===== src/fmsc_pkg.sv =====
// Package for the front-end monitor and status register bank
package fmsc_pkg;

  // Register word offsets (byte address = index * 4)
  localparam logic [7:0] IDX_STATUS  = 8'h01;
  localparam logic [7:0] IDX_GAIN    = 8'h03;
  localparam logic [7:0] IDX_EXMAG   = 8'h06;
  localparam logic [7:0] IDX_EXROUTE = 8'h07;
  localparam logic [7:0] IDX_BIAS    = 8'h08;
  localparam logic [7:0] IDX_SYSCTL  = 8'h09;

  // Reset values
  localparam logic [7:0] RST_STATUS = 8'h80;
  localparam logic [7:0] RST_CFG    = 8'h00;

  // Field positions
  localparam int STAT_POR_BIT   = 7;
  localparam int STAT_RDYN_BIT  = 6;
  localparam int BIAS_LEVEL_BIT = 6;
  localparam int SYS_APPEND_BIT = 0;
  localparam int SYS_MON_LSB    = 5;
  localparam int GAIN_LSB       = 0;
  localparam int AMPEN_LSB      = 3;

  // Monitor selector codes and the unity gain code
  localparam logic [2:0] MON_TEMP  = 3'h2;
  localparam logic [2:0] MON_AVDD  = 3'h3;
  localparam logic [2:0] MON_DVDD  = 3'h4;
  localparam logic [2:0] MON_BO_02 = 3'h5;
  localparam logic [2:0] MON_BO_1  = 3'h6;
  localparam logic [2:0] MON_BO_10 = 3'h7;
  localparam logic [2:0] GAIN_ONE  = 3'h0;

  // Start-up hold-off before ready, in cycles
  localparam int STARTUP_CYCLES = 16;

  // Analog path controls leaving the block
  typedef struct packed {
    logic [3:0] exciteMagnitude;
    logic [3:0] exciteRouteA;
    logic [3:0] exciteRouteB;
    logic       biasLevelSel;
    logic [6:0] biasPinConnect;
    logic       tempSensorSel;
    logic       analogMonSel;
    logic       digitalMonSel;
    logic       inputsDisconnect;
    logic [2:0] ampGainEff;
    logic [1:0] ampEnableField;
    logic [1:0] burnoutLevel;
    logic       burnoutEnable;
    logic       statusAppend;
  } fmsc_analog_s;

  // Fault flags presented at the end of a conversion
  typedef struct packed {
    logic posOutHigh;
    logic posOutLow;
    logic negOutHigh;
    logic negOutLow;
    logic refThird;
    logic refLow;
  } fmsc_faults_s;

endpackage


===== src/fmsc_frontend_regs.sv =====
// Register bank for excitation, bias, system monitor select and fault status
// Overview of operation
// - Magnitude field sets both excitation currents
// - Two routing fields steer each source
// - Both sources may share one pin
// - Level bit selects half or twelfth bias
// - Connect bits attach bias to pins
// - Three-bit selector picks monitor function
// - Code 010 routes temperature sensor
// - Codes 011/100 route supply monitors
// - Supply monitor disconnects inputs, gain one
// - Supply monitor works amplifier on or off
// - Codes 101-111 enable burn-out sources
// - Burn-out sources positive, sinks negative
// - One-byte fault status at 01h
// - Append bit prepends status to data
// - Fault flags update once per conversion
// - Power-on reset sets bit 7
// - Writing zero clears power-on flag
// - Bit 6 is active-low ready
// - Rail flags latch, update at conversion end
// - Bits 1:0 flag low reference
//
// Local design decision: register access over Wishbone.
`timescale 1ns/1ns
`default_nettype none

module fmsc_frontend_regs
  import fmsc_pkg::*;
#(
  parameter int STARTUP = STARTUP_CYCLES
) (
  // Clock, reset, enable
  input  wire logic         clk,
  input  wire logic         reset,
  input  wire logic         clkEn,
  // Wishbone classic slave
  input  wire logic         cyc_i,
  input  wire logic         stb_i,
  input  wire logic         we_i,
  input  wire logic [9:0]   adr_i,
  input  wire logic [3:0]   sel_i,
  input  wire logic [31:0]  dat_i,
  output logic      [31:0]  dat_o,
  output logic              ack_o,
  // Conversion side
  input  wire logic         convDone,
  input  wire fmsc_faults_s faultsLive,
  input  wire logic         dataByteReq,
  output logic      [7:0]   firstByte,
  output logic              firstIsStatus,
  // Analog controls
  output fmsc_analog_s      analogCtl
);

  // A zero hold-off would leave the counter with no width to count in
  if (STARTUP < 1) begin : gStartupBad
    $error("STARTUP must be at least one cycle");
  end

  logic [7:0] gainQ, exMagQ, exRouteQ, biasQ, sysQ;
  logic [7:0] statusQ;
  fmsc_faults_s faultAccQ;
  logic [$clog2(STARTUP+1)-1:0] startCntQ;
  logic readyQ;

  function automatic logic hit(input logic [9:0] a, input logic [7:0] idx);
    return a[9:2] == idx;
  endfunction

  logic req, wr, lane0;
  assign req   = cyc_i && stb_i && !ack_o;
  assign wr    = req && we_i;
  assign lane0 = sel_i[0];

  // Ready follows a short hold-off after reset
  always_ff @(posedge clk or posedge reset) begin
    if (reset) begin
      startCntQ <= '0;
      readyQ    <= 1'b0;
    end else if (clkEn && !readyQ) begin
      if (startCntQ == ($clog2(STARTUP+1))'(STARTUP - 1)) readyQ <= 1'b1;
      startCntQ <= startCntQ + 1'b1;
    end
  end

  // Configuration registers, low byte lane only
  always_ff @(posedge clk or posedge reset) begin
    if (reset) begin
      gainQ    <= RST_CFG;
      exMagQ   <= RST_CFG;
      exRouteQ <= RST_CFG;
      biasQ    <= RST_CFG;
      sysQ     <= RST_CFG;
    end else if (clkEn && wr && lane0) begin
      if (hit(adr_i, IDX_GAIN)) begin
        gainQ <= dat_i[7:0];
      end else if (hit(adr_i, IDX_EXMAG)) begin
        exMagQ <= dat_i[7:0];
      end else if (hit(adr_i, IDX_EXROUTE)) begin
        exRouteQ <= dat_i[7:0];
      end else if (hit(adr_i, IDX_BIAS)) begin
        biasQ <= dat_i[7:0];
      end else if (hit(adr_i, IDX_SYSCTL)) begin
        sysQ <= dat_i[7:0];
      end
    end
  end

  // Faults accumulate during a conversion and restart at its end
  always_ff @(posedge clk or posedge reset) begin
    if (reset) begin
      faultAccQ <= '0;
    end else if (clkEn) begin
      if (convDone) faultAccQ <= '0;
      else faultAccQ <= faultAccQ | faultsLive;
    end
  end

  // Status byte; power-on flag is set only by reset and cleared by a host write of zero
  always_ff @(posedge clk or posedge reset) begin
    if (reset) begin
      statusQ <= RST_STATUS;
    end else if (clkEn) begin
      if (wr && lane0 && hit(adr_i, IDX_STATUS) && !dat_i[STAT_POR_BIT])
        statusQ[STAT_POR_BIT] <= 1'b0;
      statusQ[STAT_RDYN_BIT] <= !readyQ;
      if (convDone)
        statusQ[5:0] <= faultAccQ | faultsLive;
    end
  end

  // Read mux and ack; one answer per request, registered and acked the cycle after it
  always_ff @(posedge clk or posedge reset) begin
    if (reset) begin
      ack_o <= 1'b0;
      dat_o <= '0;
    end else if (clkEn) begin
      ack_o <= req;
      if (req && !we_i) begin
        if (hit(adr_i, IDX_STATUS)) dat_o <= {24'h0, statusQ};
        else if (hit(adr_i, IDX_GAIN)) dat_o <= {24'h0, gainQ};
        else if (hit(adr_i, IDX_EXMAG)) dat_o <= {24'h0, exMagQ};
        else if (hit(adr_i, IDX_EXROUTE)) dat_o <= {24'h0, exRouteQ};
        else if (hit(adr_i, IDX_BIAS)) dat_o <= {24'h0, biasQ};
        else if (hit(adr_i, IDX_SYSCTL)) dat_o <= {24'h0, sysQ};
        else dat_o <= '0;
      end
    end
  end

  // First byte of a data read: status when appending
  always_ff @(posedge clk or posedge reset) begin
    if (reset) begin
      firstByte     <= '0;
      firstIsStatus <= 1'b0;
    end else if (clkEn && dataByteReq) begin
      firstIsStatus <= sysQ[SYS_APPEND_BIT];
      firstByte     <= sysQ[SYS_APPEND_BIT] ? statusQ : 8'h00;
    end
  end

  // Monitor decode drives the analog path
  logic [2:0] mon;
  logic       supplyMon;
  assign mon       = sysQ[SYS_MON_LSB +: 3];
  assign supplyMon = (mon == MON_AVDD) || (mon == MON_DVDD);

  always_ff @(posedge clk or posedge reset) begin
    if (reset) begin
      analogCtl <= '0;
    end else if (clkEn) begin
      analogCtl.exciteMagnitude  <= exMagQ[3:0];
      analogCtl.exciteRouteA     <= exRouteQ[3:0];
      analogCtl.exciteRouteB     <= exRouteQ[7:4];
      analogCtl.biasLevelSel     <= biasQ[BIAS_LEVEL_BIT];
      analogCtl.biasPinConnect   <= {biasQ[7], biasQ[5:0]};
      analogCtl.tempSensorSel    <= (mon == MON_TEMP);
      analogCtl.analogMonSel     <= (mon == MON_AVDD);
      analogCtl.digitalMonSel    <= (mon == MON_DVDD);
      analogCtl.inputsDisconnect <= supplyMon || (mon == MON_TEMP);
      analogCtl.ampGainEff       <= supplyMon ? GAIN_ONE
                                    : gainQ[GAIN_LSB +: 3];
      analogCtl.ampEnableField   <= gainQ[AMPEN_LSB +: 2];
      analogCtl.burnoutEnable    <= mon[2] && (mon[1] || mon[0]);
      analogCtl.burnoutLevel     <= (mon == MON_BO_02) ? 2'h1 :
                                    (mon == MON_BO_1)  ? 2'h2 :
                                    (mon == MON_BO_10) ? 2'h3 : 2'h0;
      analogCtl.statusAppend     <= sysQ[SYS_APPEND_BIT];
    end
  end
endmodule

`default_nettype wire


===== config.mk =====
export PLATFORM = sky130hd
export DESIGN_NAME = fmsc_frontend_regs
export DESIGN_NICKNAME = d
export VERILOG_FILES = /design/src/fmsc_pkg.sv /design/src/fmsc_frontend_regs.sv
export SDC_FILE = /design/constraint.sdc
export NUM_CORES = 1
export LEC_CHECK = 0
export BUFFER_PORTS_ARGS = -buffer_cell sky130_fd_sc_hd__buf_2
export CAP_MARGIN = 20
export CORE_UTILIZATION = 40
export CTS_BUF_LIST = sky130_fd_sc_hd__clkbuf_8 sky130_fd_sc_hd__clkbuf_16
export DETAILED_ROUTE_END_ITERATION = 8
export GPL_TIMING_DRIVEN = 0
export SKIP_CTS_REPAIR_TIMING = 1
export SKIP_LAST_GASP = 1
export SYNTH_ARGS = -nofsm -noshare
export SYNTH_HDL_FRONTEND = slang
export SYNTH_SLANG_ARGS = --single-unit

===== constraint.sdc =====
create_clock -name clk -period 4.12 [get_ports clk]
set_input_delay 0.618 -clock clk [delete_from_list [all_inputs] [get_ports clk]]
set_output_delay 0.618 -clock clk [all_outputs]
set_load 0.01 [all_outputs]

==> results of run 1 <==
where the power goes:
| part | total, mW | internal [mW] | switching (mW) |
|---|---|---|---|
| clock | 0.939 | 0.561 | 0.378 |
| combinational | 0.210 | 0.0891 | 0.121 |
| sequential | 1.18 | 1.14 | 0.0402 |
routing by layer:
layer,track usage [%],vias to the layer above,wire length [µm]
met5,0,-,0
met4,8.225,0,216
met3,2.382,14,442
met2,28.28,101,5087
met1,26.71,1678,5321
li1,-,1618,-
synth_stat cells (8+ instances only):
master	n
clkbuf_1	13
nor2_1	28
a21oi_1	22
mux2_4	24
mux2_2	8
inv_1	12
buf_4	24
nor2b_1	13
o21ai_1	13
nand2_1	36
o31ai_1	8
mux2_1	40
o22ai_1	12
mux2i_1	8
dfrtp_1	110
state kept, by name (all words and copies together), names as in the netlist:
register and cells:
statusQ 8, dat_o 8, startCntQ 5, faultAccQ 6
sysQ 8, exMagQ 8, exRouteQ 8, analogCtl 33
ack_o 1, firstIsStatus 1, readyQ 1, biasQ 8
gainQ 8, firstByte 8
logic make-up (layout without fill, tap and decap cells):
kind of cell / after synthesis / after routing / synth area share [%]
flip-flops: 111 / 111 / 55.32
AND/OR/NAND/NOR: 99 / 99 / 10.16
AO/OA/AOI/OAI: 61 / 61 / 7.173
adder cells (fa/ha/maj): 2 / 2 / 0.4981
multiplexers: 80 / 80 / 19.53
buffers and inverters: 59 / 157 / 6.725
XOR/XNOR: 3 / 3 / 0.5231
other: 1 / 24 / 0.07465
worst min-delay path by stage:
stage | startpoint | endpoint | slack, ns | depth (start not counted)
2_1_floorplan | startCntQ[3] | startCntQ[3] | 0.44 | 1
5_1_grt | startCntQ[3] | startCntQ[3] | 0.50 | 1
6_report | reset | analogCtl[28] | 0.44 | 2
3_5_place_dp | dat_o[0] | dat_o[0] | 0.46 | 2
3_3_place_gp | readyQ | readyQ | 0.46 | 1
4_1_cts | startCntQ[3] | startCntQ[3] | 0.47 | 1
cell type report:
cell class / count / area [µm²]
fill: 1128 / 6031
sequential: 111 / 2779
multi-input combinational: 269 / 1993
timing repair buffer: 82 / 432.9
buffer: 45 / 285.3
clock buffer: 11 / 252.7
tap: 168 / 210.2
clock inverter: 5 / 72.57
inverter: 14 / 55.05
critical path, cell delays in order (launching register included):
cell and delay, ns:
dfrtp_1 0.39, nand4b_1 0.40, nor3_4 0.46, and3_1 0.24, buf_6 0.18, mux2_4 0.31
through the flow:
step | TNS, ns | area, µm² | utilization (%) | cells
finish | 0 | 6081 | 50.21 | 705
global route | 0 | 6081 | 50.21 | 705
CTS | 0 | 6081 | 50.21 | 705
detailed placement | 0 | 5756 | 47.52 | 689
global placement | -78.60 | 5725 | 47.27 | 688
floorplan | 0 | 5110 | - | 439
==> out/metrics.csv, run 1 <==
stage,metric,value,unit
critical_path,startpoint,ack_o,
sta,finClkSkew,0.006941,ns
grt,track_usage,18.59,%
grt,antenna_found_initial,0,
power,p_per_area,383.3,nW/µm²
grt,grt_pass1_wl,18290,µm
placement,gp_congestion,0.7856,
synthesis,async_reset_ff_share,100.0,%
clock_network,htree_levels,3,
cells_and_area,antenna_cells,0,
cells_and_area,final_common_cell,dfrtp_1,
floorplan,dieArea,13010,µm²
sta,whs,0.4430,ns
placement,port_buffers,81,
grt,grt_overflow,0,
synthesis,ys_ff_latch,111,
critical_path,crit_arrival,2.34,ns
route,ant_nets,0,
synthesis,syn_inst,416,
critical_path,worst-r2r-cell-count,5,
critical_path,reg2reg_from,ack_o,
route,dr.first_iter.drc_count,158,
critical_path,critPathKind,reg -> reg,
clock_network,cts_tree,done,
sta,setup_viol,0,
route,firstDrtPassIters,5,
clock_network,cts_max_path_buffers,2,
sta,finalCritPeriodShare,51.23,%
clock_network,clock-sinks,111,
sta,setup_ws,2.009,ns
synthesis,synth_edf_count,0,
sta,tightest_slew,0.8294,ns
floorplan,io_pins,135,
route,wire_per_inst,15.70,µm
sta,min_period,2.111,ns
sta,rsz0062_at_grt,false,
power,finalPower,2.331,mW
synthesis,netlist_area,5024,µm²
route,drc,0,
sta,max_freq,473.8,MHz
floorplan,die_y,114.1,µm
sta,final_hold_viol_count,0,
route,wl,11070,µm
synthesis,synth_cell_types,42,
placement,place_ws,1.654,ns
synthesis,yosysTopAreaCellShare,54.79,%
critical_path,r2r_slack,2.01,ns
critical_path,r2r-end,exRouteQ[6],
cells_and_area,synthToLayoutAreaGrowth,21.05,%
power,p_leak,3.231,nW
placement,dpl.hpwl,8024,µm
route,vias_per_cell,4.838,
critical_path,cp-end-kind,flip-flop,
floorplan,die_w,114.1,µm
route,vias,3411,
synthesis,avgSynthCellArea,12.08,µm²
outcome,status,"complete, no violations",
synthesis,yosysTopAreaCell,dfrtp_1,
clock_network,clk_pin_slew,0.07,ns
clock_network,cts_root_buffer,clkbuf_16,
floorplan,row_count,40,
synthesis,ys_warn_count,0,
floorplan,initial_core_util,41.48,%
job,cap_violations,0,
cells_and_area,final_nets,594,
grt,grt_max_degree,67,
clock_network,numCtsBuffers,9,
synthesis,synthFlopType,dfrtp_1,
critical_path,cp-endpoint,exRouteQ[6],
sta,report.final.slew_viol_count,0,
power,ir_drop,0.2359,mV
grt,first_global_vias,3381,
cells_and_area,drive_above_1_share,31.47,%
critical_path,crit_path_start_kind,flip-flop,
critical_path,worstPathMaxFanout,8,
synthesis,yosys-top-cells-area,"dfrtp_1 55%, mux2_1 9.0%, mux2_4 7.2%, buf_4 3.6%, nand2_1 2.7%",
sta,relSlewSlack,44.71,%
floorplan,core_area,12110,µm²
min_path,hp-class,in -> async,
clock_network,clkLatencyLatePin,0.35,ns
cells_and_area,final_cell_mix,"110 x dfrtp_1, 84 x buf_2, 40 x mux2_1",
synthesis,seq_area_frac_synth,55.32,%
critical_path,critPathRequiredTime,4.35,ns
No activity file was read; power rests on OpenSTA's default activity.
==> inputs of run 2 (changes only) <==
--- a/config.mk
+++ b/config.mk
@@ -11,6 +11,7 @@
 export CTS_BUF_LIST = sky130_fd_sc_hd__clkbuf_8 sky130_fd_sc_hd__clkbuf_16
 export DETAILED_ROUTE_END_ITERATION = 8
 export GPL_TIMING_DRIVEN = 0
+export PLACE_DENSITY = 0.66
 export SKIP_CTS_REPAIR_TIMING = 1
 export SKIP_LAST_GASP = 1
 export SYNTH_ARGS = -nofsm -noshare
==> constraint.sdc (replaced) <==
create_clock -name clk -period 1.7 [get_ports clk]
set_input_delay 0.255 -clock clk [delete_from_list [all_inputs] [get_ports clk]]
set_output_delay 0.255 -clock clk [all_outputs]
set_load 0.01 [all_outputs]
==> out/metrics.csv, run 2 (synthesized netlist as in run 1, its figures left out) <==
stage,metric,value,unit
clock_network,cts_tree,done,
cells_and_area,layout.cells.non_filler,710,
floorplan,core_area,12110,µm²
cells_and_area,drive_above_1_share,33.03,%
critical_path,r2r_slack,-0.04,ns
cells_and_area,final_cell_mix,"110 x dfrtp_1, 84 x buf_2, 40 x mux2_1",
power,ir_drop,0.4665,mV
sta,finClkSkew,0.008497,ns
placement,port_buffers,81,
clock_network,clkLatencyLatePin,0.35,ns
cells_and_area,largest_register,analogCtl,
outcome,violations,setup timing,
floorplan,die_y,114.1,µm
route,ant_nets,0,
cells_and_area,fillCellCount,1098,
placement,dpl.hpwl,8294,µm
floorplan,io_pins,135,
placement,dp.cells,691,
critical_path,crit_arrival,1.96,ns
grt,first_global_vias,3499,
clock_network,cts_max_path_buffers,2,
placement,postPlaceCellArea,5789,µm²
clock_network,clock-sinks,111,
floorplan,row_count,40,
clock_network,numCtsBuffers,9,
cells_and_area,design_area,6168,µm²
critical_path,cpMostUsedCell,buf_6,
grt,grt_pass1_wl,18520,µm
power,p_per_area,890.1,nW/µm²
cells_and_area,antenna_cells,0,
clock_network,htree_levels,3,
min_path,holdPathStages,3,
power,p_leak,3.254,nW
route,vias,3462,
cells_and_area,final_common_cell,dfrtp_1,
route,dr.first_iter.drc_count,169,
critical_path,slowest_delay,0.38,ns
critical_path,crit_path_start_kind,flip-flop,
floorplan,die_w,114.1,µm
sta,relSlewSlack,51.09,%
job,cap_violations,0,
critical_path,critPathTopFamily,simple AND/OR/NAND/NOR gates,
route,wire_per_inst,15.92,µm
critical_path,slowest_stage,dfrtp_1,
sta,finalCritPeriodShare,102.4,%
critical_path,worstPathMaxFanout,8,
placement,place_ws,-0.4516,ns
min_path,min-delay-start,faultsLive[5],
critical_path,critPathRequiredTime,1.92,ns
min_path,hold-path-endpoint,faultAccQ[5],
route,wl,11300,µm
min_path,hp-class,in -> reg,
grt,antenna_found_initial,0,
outcome,status,"complete, but fails checks",
sta,report.final.slew_viol_count,0,
critical_path,worst-r2r-cell-count,7,
critical_path,reg2reg_from,ack_o,
cells_and_area,largest_reg_flops,33,
floorplan,dieArea,13010,µm²
route,firstDrtPassIters,4,
critical_path,cp-end-kind,flip-flop,
floorplan,initial_core_util,41.48,%
sta,setup_ws,-0.04027,ns
grt,grt_max_degree,36,
clock_network,clk_pin_slew,0.07,ns
sta,min_period,1.740,ns
cells_and_area,synthToLayoutAreaGrowth,22.79,%
critical_path,r2r-end,sysQ[4],
sta,final_hold_viol_count,0,
critical_path,worst-path-buf-inv,3,
sta,rsz0062_at_grt,true,
route,drc,0,
sta,whs,0.1743,ns
placement,gp_congestion,0.8159,
route,vias_per_cell,4.876,
cells_and_area,fin_util,50.93,%
critical_path,critPathKind,reg -> reg,
power,finalPower,5.490,mW
sta,fin_tns_setup,-0.6712,ns
grt,grt_overflow,0,
cells_and_area,final_nets,600,
critical_path,crit_path_cell_trace,nand4b_1 -> buf_6 -> nor3_4 -> buf_6 -> and3_4 -> buf_12 -> mux2_4,
sta,max_freq,574.6,MHz
sta,setup_viol,24,
sta,tightest_slew,0.7337,ns
grt,track_usage,18.60,%
clock_network,cts_root_buffer,clkbuf_16,
[run 2: changes by cell type in the layout (fill, tap and decap cells not counted), sizes merged]
cell / delta
buf: +5
bufinv: -1
clkbuf: -1
clkinv: +1
clkinvlp: +1
dlygate4sd3: +1
inv: -1
[run 2: worst max path at each step]
stage	from	endpoint	slack, ns	cells past startpoint
after floorplan	adr_i[7]	sysQ[0]	-0.12	5
after global placement	reset	analogCtl[1]	-0.58	2
after detailed placement	clkEn	analogCtl[8]	-0.45	5
after CTS	ack_o	gainQ[4]	-0.32	5
after global routing	ack_o	sysQ[4]	-0.13	7
final	ack_o	sysQ[4]	-0.04	7
[run 2: area by class of cell]
type | count | area (µm²) | share of cell area, %
inverter | 14 | 56.30 | 0.9128
clock inverter | 5 | 51.30 | 0.8316
buffer | 45 | 314.1 | 5.091
sequential | 111 | 2779 | 45.05
multi-input combinational | 269 | 2013 | 32.64
clock buffer | 10 | 239.0 | 3.874
tap | 168 | 210.2 | 3.408
timing repair buffer | 88 | 505.5 | 8.195
[run 2: power by group]
part,switching (mW),internal [mW]
logic,0.306,0.231
clock network,0.924,1.17
registers,0.0963,2.77
total,1.33,4.16
[run 2: per-layer routing]
| layer | track usage, % | part of all wire (%) | vias up |
|---|---|---|---|
| met5 | 0 | 0 | - |
| met4 | 8.658 | 2.4 | 0 |
| met3 | 3.441 | 5.7 | 20 |
| met2 | 29.09 | 48 | 105 |
| met1 | 25.17 | 44 | 1704 |
| li1 | - | - | 1633 |
[run 2: worst register-to-register path, delay by kind of cell (launching register included)]
family / cells / cell delay, ns
buffers and inverters: 3 / 0.44
muxes: 1 / 0.30
and+or+nand+nor: 3 / 0.50
DFF: 1 / 0.38
